**config.mk**
```make
export PLATFORM = sky130hd
export DESIGN_NAME = data_eeprom_access_ctrl
export DESIGN_NICKNAME = d
export VERILOG_FILES = /design/src/hdl/nv_access_pkg.sv /design/src/hdl/nv_store.sv /design/src/hdl/nv_write_timer.sv /design/src/hdl/data_eeprom_access_ctrl.sv
export SDC_FILE = /design/constraint.sdc
export NUM_CORES = 1
export LEC_CHECK = 0
export BUFFER_PORTS_ARGS = -buffer_cell sky130_fd_sc_hd__buf_2
export CORE_UTILIZATION = 45
export CTS_CLUSTER_SIZE = 30
export DETAILED_ROUTE_END_ITERATION = 8
export PLACE_DENSITY = 0.57
export SLEW_MARGIN = 20
export SYNTH_ARGS = -nofsm -noshare
export SYNTH_HDL_FRONTEND = slang
export SYNTH_SLANG_ARGS = --single-unit
```
**constraint.sdc**
```tcl
create_clock -name mclk_i -period 3 [get_ports mclk_i]
set_clock_uncertainty 0.15 [all_clocks]
set_input_delay 0 -clock mclk_i [delete_from_list [all_inputs] [get_ports mclk_i]]
set_output_delay 0 -clock mclk_i [all_outputs]
set_load 0.05 [all_outputs]
```
**src/hdl/nv_access_pkg.sv**
```systemverilog
/*
 * shared constants for the data eeprom access block: special function
 * register addresses, control and interrupt bit positions, timing counts.
 * assumes a cpu data bus that presents one byte address per access and
 * a 10 MHz system clock.
 */
package nv_access_pkg;

   // -----------------------------------------------------------------
   // store geometry
   // -----------------------------------------------------------------
   localparam int ADDR_W = 6;
   localparam int DATA_W = 8;
   localparam int DEPTH  = 64;

   // -----------------------------------------------------------------
   // special function register addresses
   // -----------------------------------------------------------------
   localparam logic [7:0] IND1_ADDR    = 8'h02;
   localparam logic [7:0] PTR1_LO_ADDR = 8'h03;
   localparam logic [7:0] PTR1_HI_ADDR = 8'h04;
   localparam logic [7:0] IND2_ADDR    = 8'h05;
   localparam logic [7:0] PTR2_LO_ADDR = 8'h06;
   localparam logic [7:0] PTR2_HI_ADDR = 8'h07;
   localparam logic [7:0] LOC_ADDR     = 8'h1e;
   localparam logic [7:0] BYTE_ADDR    = 8'h1f;
   localparam logic [7:0] IRQ_ADDR     = 8'h20;
   localparam logic [7:0] CTRL_SECTOR  = 8'h01;
   localparam logic [7:0] CTRL_OFFSET  = 8'h40;

   // -----------------------------------------------------------------
   // field positions and reset values
   // -----------------------------------------------------------------
   localparam int PROG_PERMIT_BIT  = 3;
   localparam int PROG_GO_BIT      = 2;
   localparam int FETCH_PERMIT_BIT = 1;
   localparam int FETCH_GO_BIT     = 0;
   localparam int IRQ_MASK_BIT     = 0;
   localparam int IRQ_FLAG_BIT     = 1;
   localparam int MF_ON_BIT        = 2;
   localparam int MF_FLAG_BIT      = 3;
   localparam logic [7:0] PTR_RESET  = 8'h00;
   localparam logic [7:0] BYTE_RESET = 8'h00;

   // -----------------------------------------------------------------
   // timing
   // -----------------------------------------------------------------
   localparam int CLK_PERIOD_NS  = 100;
   localparam int READ_TIME_NS   = 400;
   localparam int READ_CYC       = (READ_TIME_NS + CLK_PERIOD_NS - 1) / CLK_PERIOD_NS;
   localparam int TIMER_TICK_NS  = 31250;
   localparam int TICK_DIV_DEF   = TIMER_TICK_NS / CLK_PERIOD_NS;
   localparam int WRITE_TIME_US  = 2000;
   localparam int WRITE_TICKS_DEF = (WRITE_TIME_US * 1000) / TIMER_TICK_NS;
   localparam int CNT_W          = 16;
   localparam int RD_CNT_W       = 4;

   typedef enum logic [1:0] {
      ST_IDLE  = 2'b00,
      ST_READ  = 2'b01,
      ST_WRITE = 2'b10
   } nv_state_type;

   // true when a pointer pair selects the control register
   function automatic logic is_ctrl(input logic [7:0] hi, input logic [7:0] lo);
      is_ctrl = (hi == CTRL_SECTOR) && (lo == CTRL_OFFSET);
   endfunction : is_ctrl

endpackage : nv_access_pkg

```
**src/hdl/nv_store.sv**
```systemverilog
/*
 * 64 x 8 storage array with registered read data.
 * assumes one access per cycle from the access controller.
 */
`timescale 1ns/1ps
module nv_store
   import nv_access_pkg::*;
(
   input  wire logic              mclk_i,
   input  wire logic              rst_n_i,
   input  wire logic              we_i,
   input  wire logic              re_i,
   input  wire logic [ADDR_W-1:0] addr_i,
   input  wire logic [DATA_W-1:0] wdata_i,
   output logic      [DATA_W-1:0] rdata_o
);

   // -----------------------------------------------------------------
   // array: no reset, contents survive as in the real cell array
   // -----------------------------------------------------------------
   logic [DATA_W-1:0] cells [DEPTH];
   logic [DATA_W-1:0] rdata_q;

   always_ff @(posedge mclk_i) begin
      if (we_i) begin
         cells[addr_i] <= wdata_i;
      end
   end

   always_ff @(posedge mclk_i or negedge rst_n_i) begin
      if (!rst_n_i) begin
         rdata_q <= BYTE_RESET;
      end else if (re_i) begin
         rdata_q <= cells[addr_i];
      end
   end

   assign rdata_o = rdata_q;

endmodule : nv_store

```
**src/hdl/nv_write_timer.sv**
```systemverilog
/*
 * write cycle timer: a free running prescaler stands in for the slow
 * internal oscillator, a tick counter times the write.
 * assumes start_i only while no write is running.
 */
`timescale 1ns/1ps
module nv_write_timer
   import nv_access_pkg::*;
#(
   parameter int TICK_DIV = TICK_DIV_DEF,
   parameter int TICKS    = WRITE_TICKS_DEF
) (
   input  wire logic mclk_i,
   input  wire logic rst_n_i,
   input  wire logic start_i,
   output logic      done_o
);

   localparam logic [CNT_W-1:0] DIV_LAST  = CNT_W'(TICK_DIV - 1);
   localparam logic [CNT_W-1:0] TICK_LOAD = CNT_W'(TICKS);
   localparam logic [CNT_W-1:0] ONE       = 16'h0001;

   logic [CNT_W-1:0] pre_q, pre_d, rem_q, rem_d;
   logic             tick;

   // -----------------------------------------------------------------
   // prescaler free runs, so the end of a write lands at no fixed
   // distance from its start in system clocks
   // -----------------------------------------------------------------
   always_comb begin
      tick   = (pre_q == DIV_LAST);
      pre_d  = tick ? '0 : pre_q + ONE;
      rem_d  = rem_q;
      done_o = tick && (rem_q == ONE);
      if (start_i) begin
         rem_d = TICK_LOAD;
      end else if (tick && (rem_q != '0)) begin
         rem_d = rem_q - ONE;
      end
   end

   always_ff @(posedge mclk_i or negedge rst_n_i) begin
      if (!rst_n_i) begin
         pre_q <= '0;
         rem_q <= '0;
      end else begin
         pre_q <= pre_d;
         rem_q <= rem_d;
      end
   end
endmodule : nv_write_timer

```
**src/hdl/data_eeprom_access_ctrl.sv**
```systemverilog
/*
 * data eeprom access controller: location, byte and control registers,
 * the two memory pointers that reach the control register, the read and
 * write sequencing and the write-done interrupt flags.
 * assumes the cpu presents one special function register access per
 * cycle on sfr_addr_i and that indirect ports resolve through the
 * pointers held here; read data appears one cycle after sfr_rd_i.
 */
`timescale 1ns/1ps

// Notes on behaviour
// - store holds 64 bytes, reached bytewise
// - control register only via pointer to sector 1, 40h
// - location register six bits, top bits zero
// - byte register full eight bit read write
// - control keeps four bits, cleared, top reads zero
// - program permit low blocks every write
// - program go starts write, cleared when done
// - program go ignored without program permit
// - fetch permit low blocks reads
// - fetch go reads location, cleared when done
// - fetch go ignored without fetch permit
// - read byte stays until next access
// - write timed by free running internal timer
// - reset clears permits and pointer high bytes
// - write end sets done and shared flags
// - vector needs all enables and free stack
// - service clears shared flag only
module data_eeprom_access_ctrl
   import nv_access_pkg::*;
#(
   parameter int WRITE_TICKS = WRITE_TICKS_DEF,
   parameter int TICK_DIV    = TICK_DIV_DEF
) (
   input  wire logic       mclk_i,
   input  wire logic       rst_n_i,
   input  wire logic [7:0] sfr_addr_i,
   input  wire logic       sfr_wr_i,
   input  wire logic [7:0] sfr_wdata_i,
   input  wire logic       sfr_rd_i,
   output logic      [7:0] sfr_rdata_o,
   input  wire logic       global_irq_on_i,
   input  wire logic       stack_full_i,
   input  wire logic       irq_serviced_i,
   output logic            irq_vector_o,
   output logic            nv_busy_o
);

   localparam logic [RD_CNT_W-1:0] READ_LOAD = RD_CNT_W'(READ_CYC);
   localparam logic [RD_CNT_W-1:0] RD_ONE    = 4'h1;
   localparam int                  RD_MAX    = READ_CYC + 1;

   // -----------------------------------------------------------------
   // state
   // -----------------------------------------------------------------
   logic [7:0]        ptr1_lo_q, ptr1_lo_d, ptr1_hi_q, ptr1_hi_d;
   logic [7:0]        ptr2_lo_q, ptr2_lo_d, ptr2_hi_q, ptr2_hi_d;
   nv_state_type      state_q, state_d;
   logic [ADDR_W-1:0] loc_q, loc_d;
   logic [DATA_W-1:0] byte_q, byte_d;
   logic              prog_permit_q, prog_permit_d, prog_go_q, prog_go_d;
   logic              fetch_permit_q, fetch_permit_d, fetch_go_q, fetch_go_d;
   logic [RD_CNT_W-1:0] rd_cnt_q, rd_cnt_d;
   logic              nv_done_irq_mask_on_q, nv_done_irq_mask_on_d;
   logic              nv_done_irq_flag_q, nv_done_irq_flag_d;
   logic              mf_on_q, mf_on_d, mf_flag_q, mf_flag_d;
   logic [7:0]        rdata_q, rdata_d;

   logic              hit1, hit2, ctrl_wr, irq_wr;
   logic              mem_we, mem_re, timer_start, wr_done;
   logic [DATA_W-1:0] mem_rdata;
   logic [7:0]        ctrl_view, loc_view, irq_view;

   // -----------------------------------------------------------------
   // address decode
   // -----------------------------------------------------------------
   always_comb begin
      hit1    = (sfr_addr_i == IND1_ADDR) && is_ctrl(ptr1_hi_q, ptr1_lo_q);
      hit2    = (sfr_addr_i == IND2_ADDR) && is_ctrl(ptr2_hi_q, ptr2_lo_q);
      ctrl_wr = sfr_wr_i && (hit1 || hit2);
      irq_wr  = sfr_wr_i && (sfr_addr_i == IRQ_ADDR);
   end

   // -----------------------------------------------------------------
   // memory pointers
   // -----------------------------------------------------------------
   always_comb begin
      ptr1_lo_d = ptr1_lo_q;
      ptr1_hi_d = ptr1_hi_q;
      ptr2_lo_d = ptr2_lo_q;
      ptr2_hi_d = ptr2_hi_q;
      if (sfr_wr_i) begin
         case (sfr_addr_i)
            PTR1_LO_ADDR: ptr1_lo_d = sfr_wdata_i;
            PTR1_HI_ADDR: ptr1_hi_d = sfr_wdata_i;
            PTR2_LO_ADDR: ptr2_lo_d = sfr_wdata_i;
            PTR2_HI_ADDR: ptr2_hi_d = sfr_wdata_i;
            default: ;
         endcase
      end
   end

   // power-on leaves both pointers in sector 0, out of reach of control
   always_ff @(posedge mclk_i or negedge rst_n_i) begin
      if (!rst_n_i) begin
         ptr1_lo_q <= PTR_RESET;
         ptr1_hi_q <= PTR_RESET;
         ptr2_lo_q <= PTR_RESET;
         ptr2_hi_q <= PTR_RESET;
      end else begin
         ptr1_lo_q <= ptr1_lo_d;
         ptr1_hi_q <= ptr1_hi_d;
         ptr2_lo_q <= ptr2_lo_d;
         ptr2_hi_q <= ptr2_hi_d;
      end
   end

   // -----------------------------------------------------------------
   // access sequencer
   // -----------------------------------------------------------------
   always_comb begin
      state_d        = state_q;
      loc_d          = loc_q;
      byte_d         = byte_q;
      prog_permit_d  = prog_permit_q;
      prog_go_d      = prog_go_q;
      fetch_permit_d = fetch_permit_q;
      fetch_go_d     = fetch_go_q;
      rd_cnt_d       = rd_cnt_q;
      mem_we         = 1'b0;
      mem_re         = 1'b0;
      timer_start    = 1'b0;
      if (sfr_wr_i && (sfr_addr_i == LOC_ADDR)) begin
         loc_d = sfr_wdata_i[ADDR_W-1:0];
      end
      if (sfr_wr_i && (sfr_addr_i == BYTE_ADDR)) begin
         byte_d = sfr_wdata_i;
      end
      if (ctrl_wr) begin
         prog_permit_d  = sfr_wdata_i[PROG_PERMIT_BIT];
         fetch_permit_d = sfr_wdata_i[FETCH_PERMIT_BIT];
      end
      case (state_q)
         ST_IDLE: begin
            // go bits only act against a permit that was already set;
            // a write wins if software breaks the one-go-at-a-time rule
            if (ctrl_wr && sfr_wdata_i[PROG_GO_BIT] && prog_permit_q) begin
               prog_go_d   = 1'b1;
               mem_we      = 1'b1;
               timer_start = 1'b1;
               state_d     = ST_WRITE;
            end else if (ctrl_wr && sfr_wdata_i[FETCH_GO_BIT] && fetch_permit_q) begin
               fetch_go_d = 1'b1;
               mem_re     = 1'b1;
               rd_cnt_d   = READ_LOAD;
               state_d    = ST_READ;
            end
         end
         ST_READ: begin
            if (rd_cnt_q == RD_ONE) begin
               fetch_go_d = 1'b0;
               state_d    = ST_IDLE;
               if (fetch_permit_q) begin
                  byte_d = mem_rdata;
               end
            end else begin
               rd_cnt_d = rd_cnt_q - RD_ONE;
            end
         end
         ST_WRITE: begin
            if (wr_done) begin
               prog_go_d = 1'b0;
               state_d   = ST_IDLE;
            end
         end
         default: state_d = ST_IDLE;
      endcase
   end

   always_ff @(posedge mclk_i or negedge rst_n_i) begin
      if (!rst_n_i) begin
         state_q        <= ST_IDLE;
         loc_q          <= '0;
         byte_q         <= BYTE_RESET;
         prog_permit_q  <= 1'b0;
         prog_go_q      <= 1'b0;
         fetch_permit_q <= 1'b0;
         fetch_go_q     <= 1'b0;
         rd_cnt_q       <= '0;
      end else begin
         state_q        <= state_d;
         loc_q          <= loc_d;
         byte_q         <= byte_d;
         prog_permit_q  <= prog_permit_d;
         prog_go_q      <= prog_go_d;
         fetch_permit_q <= fetch_permit_d;
         fetch_go_q     <= fetch_go_d;
         rd_cnt_q       <= rd_cnt_d;
      end
   end

   // -----------------------------------------------------------------
   // store and write timer
   // -----------------------------------------------------------------
   // the cell takes its data at the start; the timer only decides when
   // the cycle is reported finished, so location and byte may change
   nv_store u_store (
      .mclk_i  (mclk_i),
      .rst_n_i (rst_n_i),
      .we_i    (mem_we),
      .re_i    (mem_re),
      .addr_i  (loc_q),
      .wdata_i (byte_q),
      .rdata_o (mem_rdata)
   );

   nv_write_timer #(
      .TICK_DIV (TICK_DIV),
      .TICKS    (WRITE_TICKS)
   ) u_timer (
      .mclk_i  (mclk_i),
      .rst_n_i (rst_n_i),
      .start_i (timer_start),
      .done_o  (wr_done)
   );

   // -----------------------------------------------------------------
   // write-done interrupt flags
   // -----------------------------------------------------------------
   always_comb begin
      nv_done_irq_mask_on_d = nv_done_irq_mask_on_q;
      nv_done_irq_flag_d    = nv_done_irq_flag_q;
      mf_on_d               = mf_on_q;
      mf_flag_d             = mf_flag_q;
      if (irq_wr) begin
         nv_done_irq_mask_on_d = sfr_wdata_i[IRQ_MASK_BIT];
         nv_done_irq_flag_d    = sfr_wdata_i[IRQ_FLAG_BIT];
         mf_on_d               = sfr_wdata_i[MF_ON_BIT];
         mf_flag_d             = sfr_wdata_i[MF_FLAG_BIT];
      end
      if (irq_serviced_i) begin
         mf_flag_d = 1'b0;
      end
      // set wins over any clear in the same cycle
      if (wr_done) begin
         nv_done_irq_flag_d = 1'b1;
         mf_flag_d          = 1'b1;
      end
   end

   always_ff @(posedge mclk_i or negedge rst_n_i) begin
      if (!rst_n_i) begin
         nv_done_irq_mask_on_q <= 1'b0;
         nv_done_irq_flag_q    <= 1'b0;
         mf_on_q               <= 1'b0;
         mf_flag_q             <= 1'b0;
      end else begin
         nv_done_irq_mask_on_q <= nv_done_irq_mask_on_d;
         nv_done_irq_flag_q    <= nv_done_irq_flag_d;
         mf_on_q               <= mf_on_d;
         mf_flag_q             <= mf_flag_d;
      end
   end

   assign irq_vector_o = global_irq_on_i && nv_done_irq_mask_on_q && nv_done_irq_flag_q
                         && mf_on_q && mf_flag_q && !stack_full_i;
   assign nv_busy_o    = (state_q != ST_IDLE);

   // -----------------------------------------------------------------
   // register read port
   // -----------------------------------------------------------------
   always_comb begin
      ctrl_view = 8'({prog_permit_q, prog_go_q, fetch_permit_q, fetch_go_q});
      loc_view  = 8'(loc_q);
      irq_view  = 8'({mf_flag_q, mf_on_q, nv_done_irq_flag_q, nv_done_irq_mask_on_q});
      rdata_d   = rdata_q;
      if (sfr_rd_i) begin
         case (sfr_addr_i)
            LOC_ADDR:     rdata_d = loc_view;
            BYTE_ADDR:    rdata_d = byte_q;
            PTR1_LO_ADDR: rdata_d = ptr1_lo_q;
            PTR1_HI_ADDR: rdata_d = ptr1_hi_q;
            PTR2_LO_ADDR: rdata_d = ptr2_lo_q;
            PTR2_HI_ADDR: rdata_d = ptr2_hi_q;
            IRQ_ADDR:     rdata_d = irq_view;
            IND1_ADDR:    rdata_d = hit1 ? ctrl_view : '0;
            IND2_ADDR:    rdata_d = hit2 ? ctrl_view : '0;
            default:      rdata_d = '0;
         endcase
      end
   end

   always_ff @(posedge mclk_i or negedge rst_n_i) begin
      if (!rst_n_i) begin
         rdata_q <= '0;
      end else begin
         rdata_q <= rdata_d;
      end
   end

   assign sfr_rdata_o = rdata_q;
endmodule : data_eeprom_access_ctrl

```
==> run metrics, run 1 <==
Worst EP arrival=3.17 ns; critical-path cell list=buf_12, inv_2, nand2_1, nor2_1, buf_4; die width=240 µm; WL final=71.7 mm; Post-Place Cell Area=roughly 28000 µm²; pre-CTS WS=-0.119 ns; Final Hold Fails=0; final worst setup slack=-0.0139 ns; main flop type after synthesis=edfxtp_1; CTS clock-pin slew for the worst setup and hold paths=0.06 ns; CP max FO=26; layout cells sized above 1=24.8%; vias post-DR=15600; highest ir drop seen on vdd=538 µV; clock share of power=41.4%; met2 usage=39.4%; DRT antenna net count=0; CP max stage cell=nand2_1; via/cell ratio=5.93; ranking of synthesized cells by area=edfxtp_1 (60%), dfrtp_1 (11%), mux2_2 (3.6%), mux4_2 (3.4%), mux2i_1 (2.9%); GRT overflow=0; busiest grt layer=met2; M1 GR Usage=35.8%; post-synthesis compound-gate area fraction=7.87%; max_cap viols=0; Leak Pwr=roughly 0.010 µW; GRT Util Overall=25.5%; critical path launch point type=register; combinational fraction of design power=under 10%; Avg WL per Cell=around 27 µm; die height=240 µm; Clock Latency Late Sink=0.60 ns; first-pass GRT wire length=106 mm; Placer Congestion=between 0.9 and 1; sequential share of power=50.8%; Top Ports=33; WP buf/inv=3; Unique masters post-synth=81; syn nets=1653; Switching Fraction=22.9%; share of the yosys chip area belonging to registers=70.8%; CORE AREA=55500 µm²; Worst setup EP type=register; Net Sw Power=4240 µW; Post-Synth Simple-Gate Area=7.75%; Critical Path RT=3.16 ns; failing checks=setup timing; post-synthesis xor/xnor area fraction=less than 1%; FP Rows=86; final worst path period need=3.01 ns; Crit Path Class=reg -> reg; Yosys reg bits=620; drt initial violations=between 1500 and 2000; cell family with the largest share of critical-path delay=simple AND/OR/NAND/NOR gates; slew margin rel.=41.9%; Layout Nets=1859; RSZ-0062 raised after global routing=no; post-DP HPWL=46.5 mm; adder-cell share of the synthesized area=less than 1%; Avg Synthesized Cell Area=about 16 µm²; Slew Limit Fails=0; ys async rst share=17.4%; clock sinks=620; mapped cell area=roughly 26000 µm²; CTS max path bufs=3; max frequency=332 MHz; Tot Pwr=between 15000 and 20000 µW; DRT Pass-1 Iters=7; Worst Max-Slew Pin Slew=slightly below 0.9 ns; hold crit path type=in -> reg; met3 Usage GRT=4.99%; post-synthesis cell count=1624; Die Footprint=57700 µm²; CTS tree=built; Area Overhead vs Synth=17.4%; vias in the first global route=approximately 16000; pin count of the biggest net entering global routing=66; EDFF count, synth=512; Pint=between 10000 and 15000 µW; design area=30000 µm²; post-synth top area share=60.2%; Antenna diodes=0; initial core utilization=between 40% and 50%; Post-route DRC=0; fin crit share=100%; TritonCTS Buffers=66; number of buffers added on ports=32; Synth area leader=edfxtp_1; root buffer cell=clkbuf_16; Pwr Density=about 620 nW/µm²; Largest stage delay, worst path=between 0.6 and 0.7 ns; yosys synthesis warning count=0; post-CTS setup buffer count=0; H-tree levels=3; initial antenna violation count=0; status=finished with violations; Setup-failing EPs final=6; largest family of logic cells by synthesized area=multiplexers; multiplexer share of the synthesized area=10.3%
layout by cell type (no fill, tap or decap), types with 7 or more instances in the layout:
master,synthesis,layout
edfxtp_1,512,512
buf_4,6,155
nor2_1,137,137
dfrtp_1,108,97
nand2_1,85,85
mux2_2,82,82
mux2i_1,75,75
clkbuf_16,0,71
a21oi_1,49,49
a221oi_1,43,43
mux4_2,38,38
a22oi_1,34,34
o21ai_0,33,32
buf_2,42,31
nand3_1,28,28
o22ai_1,26,26
dlygate4sd3_1,0,25
inv_1,18,18
xnor2_1,17,17
clkinv_2,0,17
clkbuf_1,31,16
buf_12,0,16
nand2b_1,15,15
and3_1,13,13
a32oi_1,13,13
xor2_1,12,12
nor2b_1,13,12
nor4_1,10,10
a221o_1,10,10
o2bb2ai_1,9,9
nand4_1,8,8
mux2_1,8,8
dfrtp_2,0,8
nor3_1,7,7
o21ai_1,6,7
timing repair:
action / in CTS / in global routing
endpoints found under the hold margin: 186 / 0
resized for setup: 2 / 2
endpoints found under the setup margin: 1 / 2
hold buffers: 26 / 0
pin swaps: 0 / 0
tightest hold or removal path, stage by stage:
cell	delay, ns
buf_2	0.11
nor2b_1	0.06
nand2_1	0.12
o32ai_2	0.12
nand2_1	0.18
mux2_2	0.18
cells by family after synthesis:
kind of cell | count (synthesis)
flops | 620
simple gates | 381
compound gates | 277
mux | 203
buf+inv | 108
xor+xnor | 29
fa+ha+maj | 6
layer usage:
metal | wire length, µm | vias to the layer above
met4 | 2560 | 0
met1 | 30800 | 7906
met3 | 5580 | 144
met5 | 0 | -
met2 | 32700 | 742
li1 | - | 6795
final cells by class:
type | count | area [µm²]
Sequential cell | 620 | 18100
Multi-Input combinational cell | 896 | 6950
Timing Repair Buffer | 227 | 1890
Clock buffer | 91 | 1890
Tap cell | 748 | 936
Clock inverter | 26 | 133
Fill cell | 4537 | 25600
Inverter | 19 | 71.3
final timing paths:
check,start,to,slack (ns),depth (start not counted)
worst max-delay path,loc_q[0],u_store.cells[34][5],-0.01,5
worst min-delay path,sfr_addr_i[0],prog_permit_q,0.07,6
worst max register to register,loc_q[0],u_store.cells[34][5],-0.01,5
worst min register to register,u_timer.pre_q[15],u_timer.pre_q[15],0.33,1
max in group asynchronous,rst_n_i,u_timer.rem_q[13],1.86,4
min in group asynchronous,rst_n_i,byte_q[1],0.37,4
Yosys cell counts (all sizes together) (17+ instances only):
cell type / instances
clkbuf: 31
o21ai: 39
a21oi: 49
mux4: 38
xnor2: 17
dfrtp: 108
a22oi: 34
mux2: 90
inv: 19
nor2: 139
a221oi: 44
mux2i: 75
nand3: 28
buf: 58
nand2: 86
edfxtp: 512
o22ai: 26
state kept, by name (all words and copies together) (netlist names), 2 cells and up:
register         count
ptr1_lo_q            8
ptr2_hi_q            8
state_q              2
sfr_rdata_o          8
rd_cnt_q             4
ptr1_hi_q            8
byte_q               8
u_store.cells      512
loc_q                6
u_timer.pre_q       16
ptr2_lo_q            8
u_timer.rem_q       16
u_store.rdata_o      8
power by group through the flow:
| stage | registers (µW) | logic, µW | clock network (µW) |
|---|---|---|---|
| global route | 9420 | 1510 | 8130 |
| finish | 9420 | 1450 | 7670 |
| detailed placement | 9590 | 1400 | 0 |
| floorplan | 9590 | 710 | 0 |
| CTS | 9410 | 1430 | 7800 |
| global placement | 9590 | 1400 | 0 |
stage by stage:
step                      setup TNS, ns  util, %  cells  hold WS (ns)
after CTS                             0     54.0   2627        0.0249
after global placement           -0.174     49.8   2484        -0.176
after floorplan                       0        -   1624        -0.446
final                           -0.0452     54.0   2627        0.0712
after detailed placement         -0.119     49.8   2484        -0.179
after global routing                  0     54.0   2627         0.114
(Power assumes the default switching activity.)
==> run 2: changes to the inputs <==
--- a/config.mk
+++ b/config.mk
@@ -10,6 +10,7 @@
 export CTS_CLUSTER_SIZE = 30
 export DETAILED_ROUTE_END_ITERATION = 8
 export PLACE_DENSITY = 0.57
+export RECOVER_POWER = 50
 export SLEW_MARGIN = 20
 export SYNTH_ARGS = -nofsm -noshare
 export SYNTH_HDL_FRONTEND = slang
==> run metrics, run 2 (synthesis results as in run 1) <==
slew margin rel.=-48.4% (was 41.9%); setup TNS=0 ns (was -0.0452 ns); Placer Congestion=0.946 (unchanged); Slew Limit Fails=463 (was 0); initial core utilization=46.0% (unchanged); post-DP HPWL=46.5 mm (unchanged); number of buffers added on ports=32 (unchanged); clock sinks=620 (unchanged); DRT antenna net count=0 (unchanged); Tot Pwr=18500 µW (about the same); hold slack=0.0697 ns (was 0.0712 ns); Avg WL per Cell=27.3 µm (about the same); TritonCTS Buffers=66 (unchanged); vias post-DR=15700 (was 15600); post-CTS setup buffer count=0 (unchanged); via/cell ratio=5.98 (was 5.93); highest ir drop seen on vdd=539 µV (was 538 µV); final worst path period need=2.98 ns (was 3.01 ns); CTS tree=built (unchanged); failing checks=capacitance limit, slew limit (was setup timing); CTS max path bufs=3 (unchanged); Crit Path Class=reg -> reg (unchanged); Top Ports=33 (unchanged); root buffer cell=clkbuf_16 (unchanged); Setup-failing EPs final=0 (was 6); critical path launch point type=register (unchanged); Post-route DRC=0 (unchanged); Pwr Density=620 nW/µm² (was 618 nW/µm²); placed insts=2484 (unchanged); status=finished with violations (unchanged); commonest non-fill, non-tap cell in the layout=edfxtp_1 (unchanged); first-pass GRT wire length=106 mm (unchanged); max frequency=335 MHz (was 332 MHz); hold crit path type=in -> reg (unchanged); DRT Pass-1 Iters=5 (was 7); initial antenna violation count=0 (unchanged); Die Footprint=57700 µm² (unchanged); RSZ-0062 raised after global routing=no (unchanged); pin count of the biggest net entering global routing=66 (unchanged); Worst setup EP type=register (unchanged); vias in the first global route=15700 (unchanged); Layout Nets=1859 (unchanged); number of flip-flops in the largest register=512 (unchanged); drt initial violations=1783 (was 1807); FP Rows=86 (unchanged); Worst EP arrival=3.14 ns (was 3.17 ns); design area=29900 µm² (was 30000 µm²); Area Overhead vs Synth=17.0% (was 17.4%); die width=240 µm (unchanged); commonest non-fill, non-tap cells in the layout=edfxtp_1 (512), buf_4 (145), nor2_1 (137), dfrtp_1 (99), nand2_1 (85) (was edfxtp_1 (512), buf_4 (155), nor2_1 (137), dfrtp_1 (97), nand2_1 (85)); H-tree levels=3 (unchanged); CORE AREA=55500 µm² (unchanged); max_cap viols=9 (was 0); Clock Latency Late Sink=0.60 ns (about the same); CTS clock-pin slew for the worst setup and hold paths=0.06 ns (about the same); Final Hold Fails=0 (unchanged); WL final=71.6 mm (was 71.7 mm); largest reg by FF count=u_store.cells (unchanged); Critical Path RT=3.16 ns (about the same); GRT overflow=0 (unchanged); Antenna diodes=0 (unchanged); Leak Pwr=0.0104 µW (was 0.0105 µW); Worst Max-Slew Pin Slew=2.23 ns (was 0.871 ns); die height=240 µm (unchanged); layout cells sized above 1=23.9% (was 24.8%); Post-Layout Cell Count=2627 (unchanged); Top Registers=u_store.cells (512), u_timer.pre_q (16), u_timer.rem_q (16) (unchanged); CP max FO=26 (unchanged); fin crit share=99.5% (was 100%); Post-Place Cell Area=27700 µm² (unchanged); GRT Util Overall=25.5% (unchanged)
==> run 2: cell types whose count changed in the layout (fill, tap and decap cells not counted) <==
cell,delta
dfrtp_1,+2
buf_2,-8
buf_12,-3
clkbuf_1,+14
buf_4,-10
dfrtp_2,-2
clkbuf_2,+7
==> run 2: layer usage <==
| metal | wire length, µm | GRT usage (%) | vias up |
|---|---|---|---|
| met1 | 30500 | 35.8 | 8005 |
| met5 | 0 | 0 | - |
| met4 | 2480 | 9.36 | 0 |
| li1 | - | - | 6799 |
| met2 | 32900 | 39.4 | 765 |
| met3 | 5820 | 4.99 | 140 |
==> run 2: repair_timing <==
item                                    4_1_cts  5_1_grt
cloned                                        0        0
endpoints found under the setup margin        1        2
hold buffers                                 26        0
hold endpoints to repair                    186        0
gates resized for setup                       2        2
==> run 2: metrics by stage <==
stage | setup slack, ns | util, %
after floorplan | 0.366 | -
after global placement | -0.174 | 49.8
after detailed placement | -0.119 | 49.8
after CTS | 0.0738 | 54.0
after global routing | 0.00663 | 53.8
final | 0.0156 | 53.8
==> run 2: layout make-up <==
cell class / instances / area, µm²
multi-input cells: 896 / 6950
clock inverters: 26 / 133
clock buffers: 91 / 1890
repair buffers: 227 / 1800
inverters: 19 / 71.3
flip-flops and latches: 620 / 18100
fillers: 4554 / 25600
well taps: 748 / 936
==> run 2: worst max-delay path, cell delays in order, from the launching register on <==
cell and delay [ns]:
dfrtp_4 0.57, buf_12 0.21, inv_2 0.49, nand2_1 0.67, nor2_1 0.36, buf_4 0.21
==> run 2: final timing paths <==
| check | startpoint | to | slack (ns) | cells after the start |
|---|---|---|---|---|
| min in group asynchronous | rst_n_i | loc_q[0] | 0.76 | 4 |
| max in group asynchronous | rst_n_i | u_timer.rem_q[13] | 0.53 | 4 |
| worst min register to register | u_timer.pre_q[15] | u_timer.pre_q[15] | 0.33 | 1 |
| worst max register to register | loc_q[0] | u_store.cells[34][5] | 0.02 | 5 |
| worst max-delay path | loc_q[0] | u_store.cells[34][5] | 0.02 | 5 |
| worst min-delay path | sfr_addr_i[0] | prog_permit_q | 0.07 | 6 |
==> run 2: power breakdown <==
part | total (µW) | switching (µW) | internal (µW) | leakage [µW]
Sequential | 9420 | 65.4 | 9360 | 0.00562
Combinational | 1430 | 909 | 526 | 0.00377
Clock | 7680 | 3260 | 4410 | 0.00101
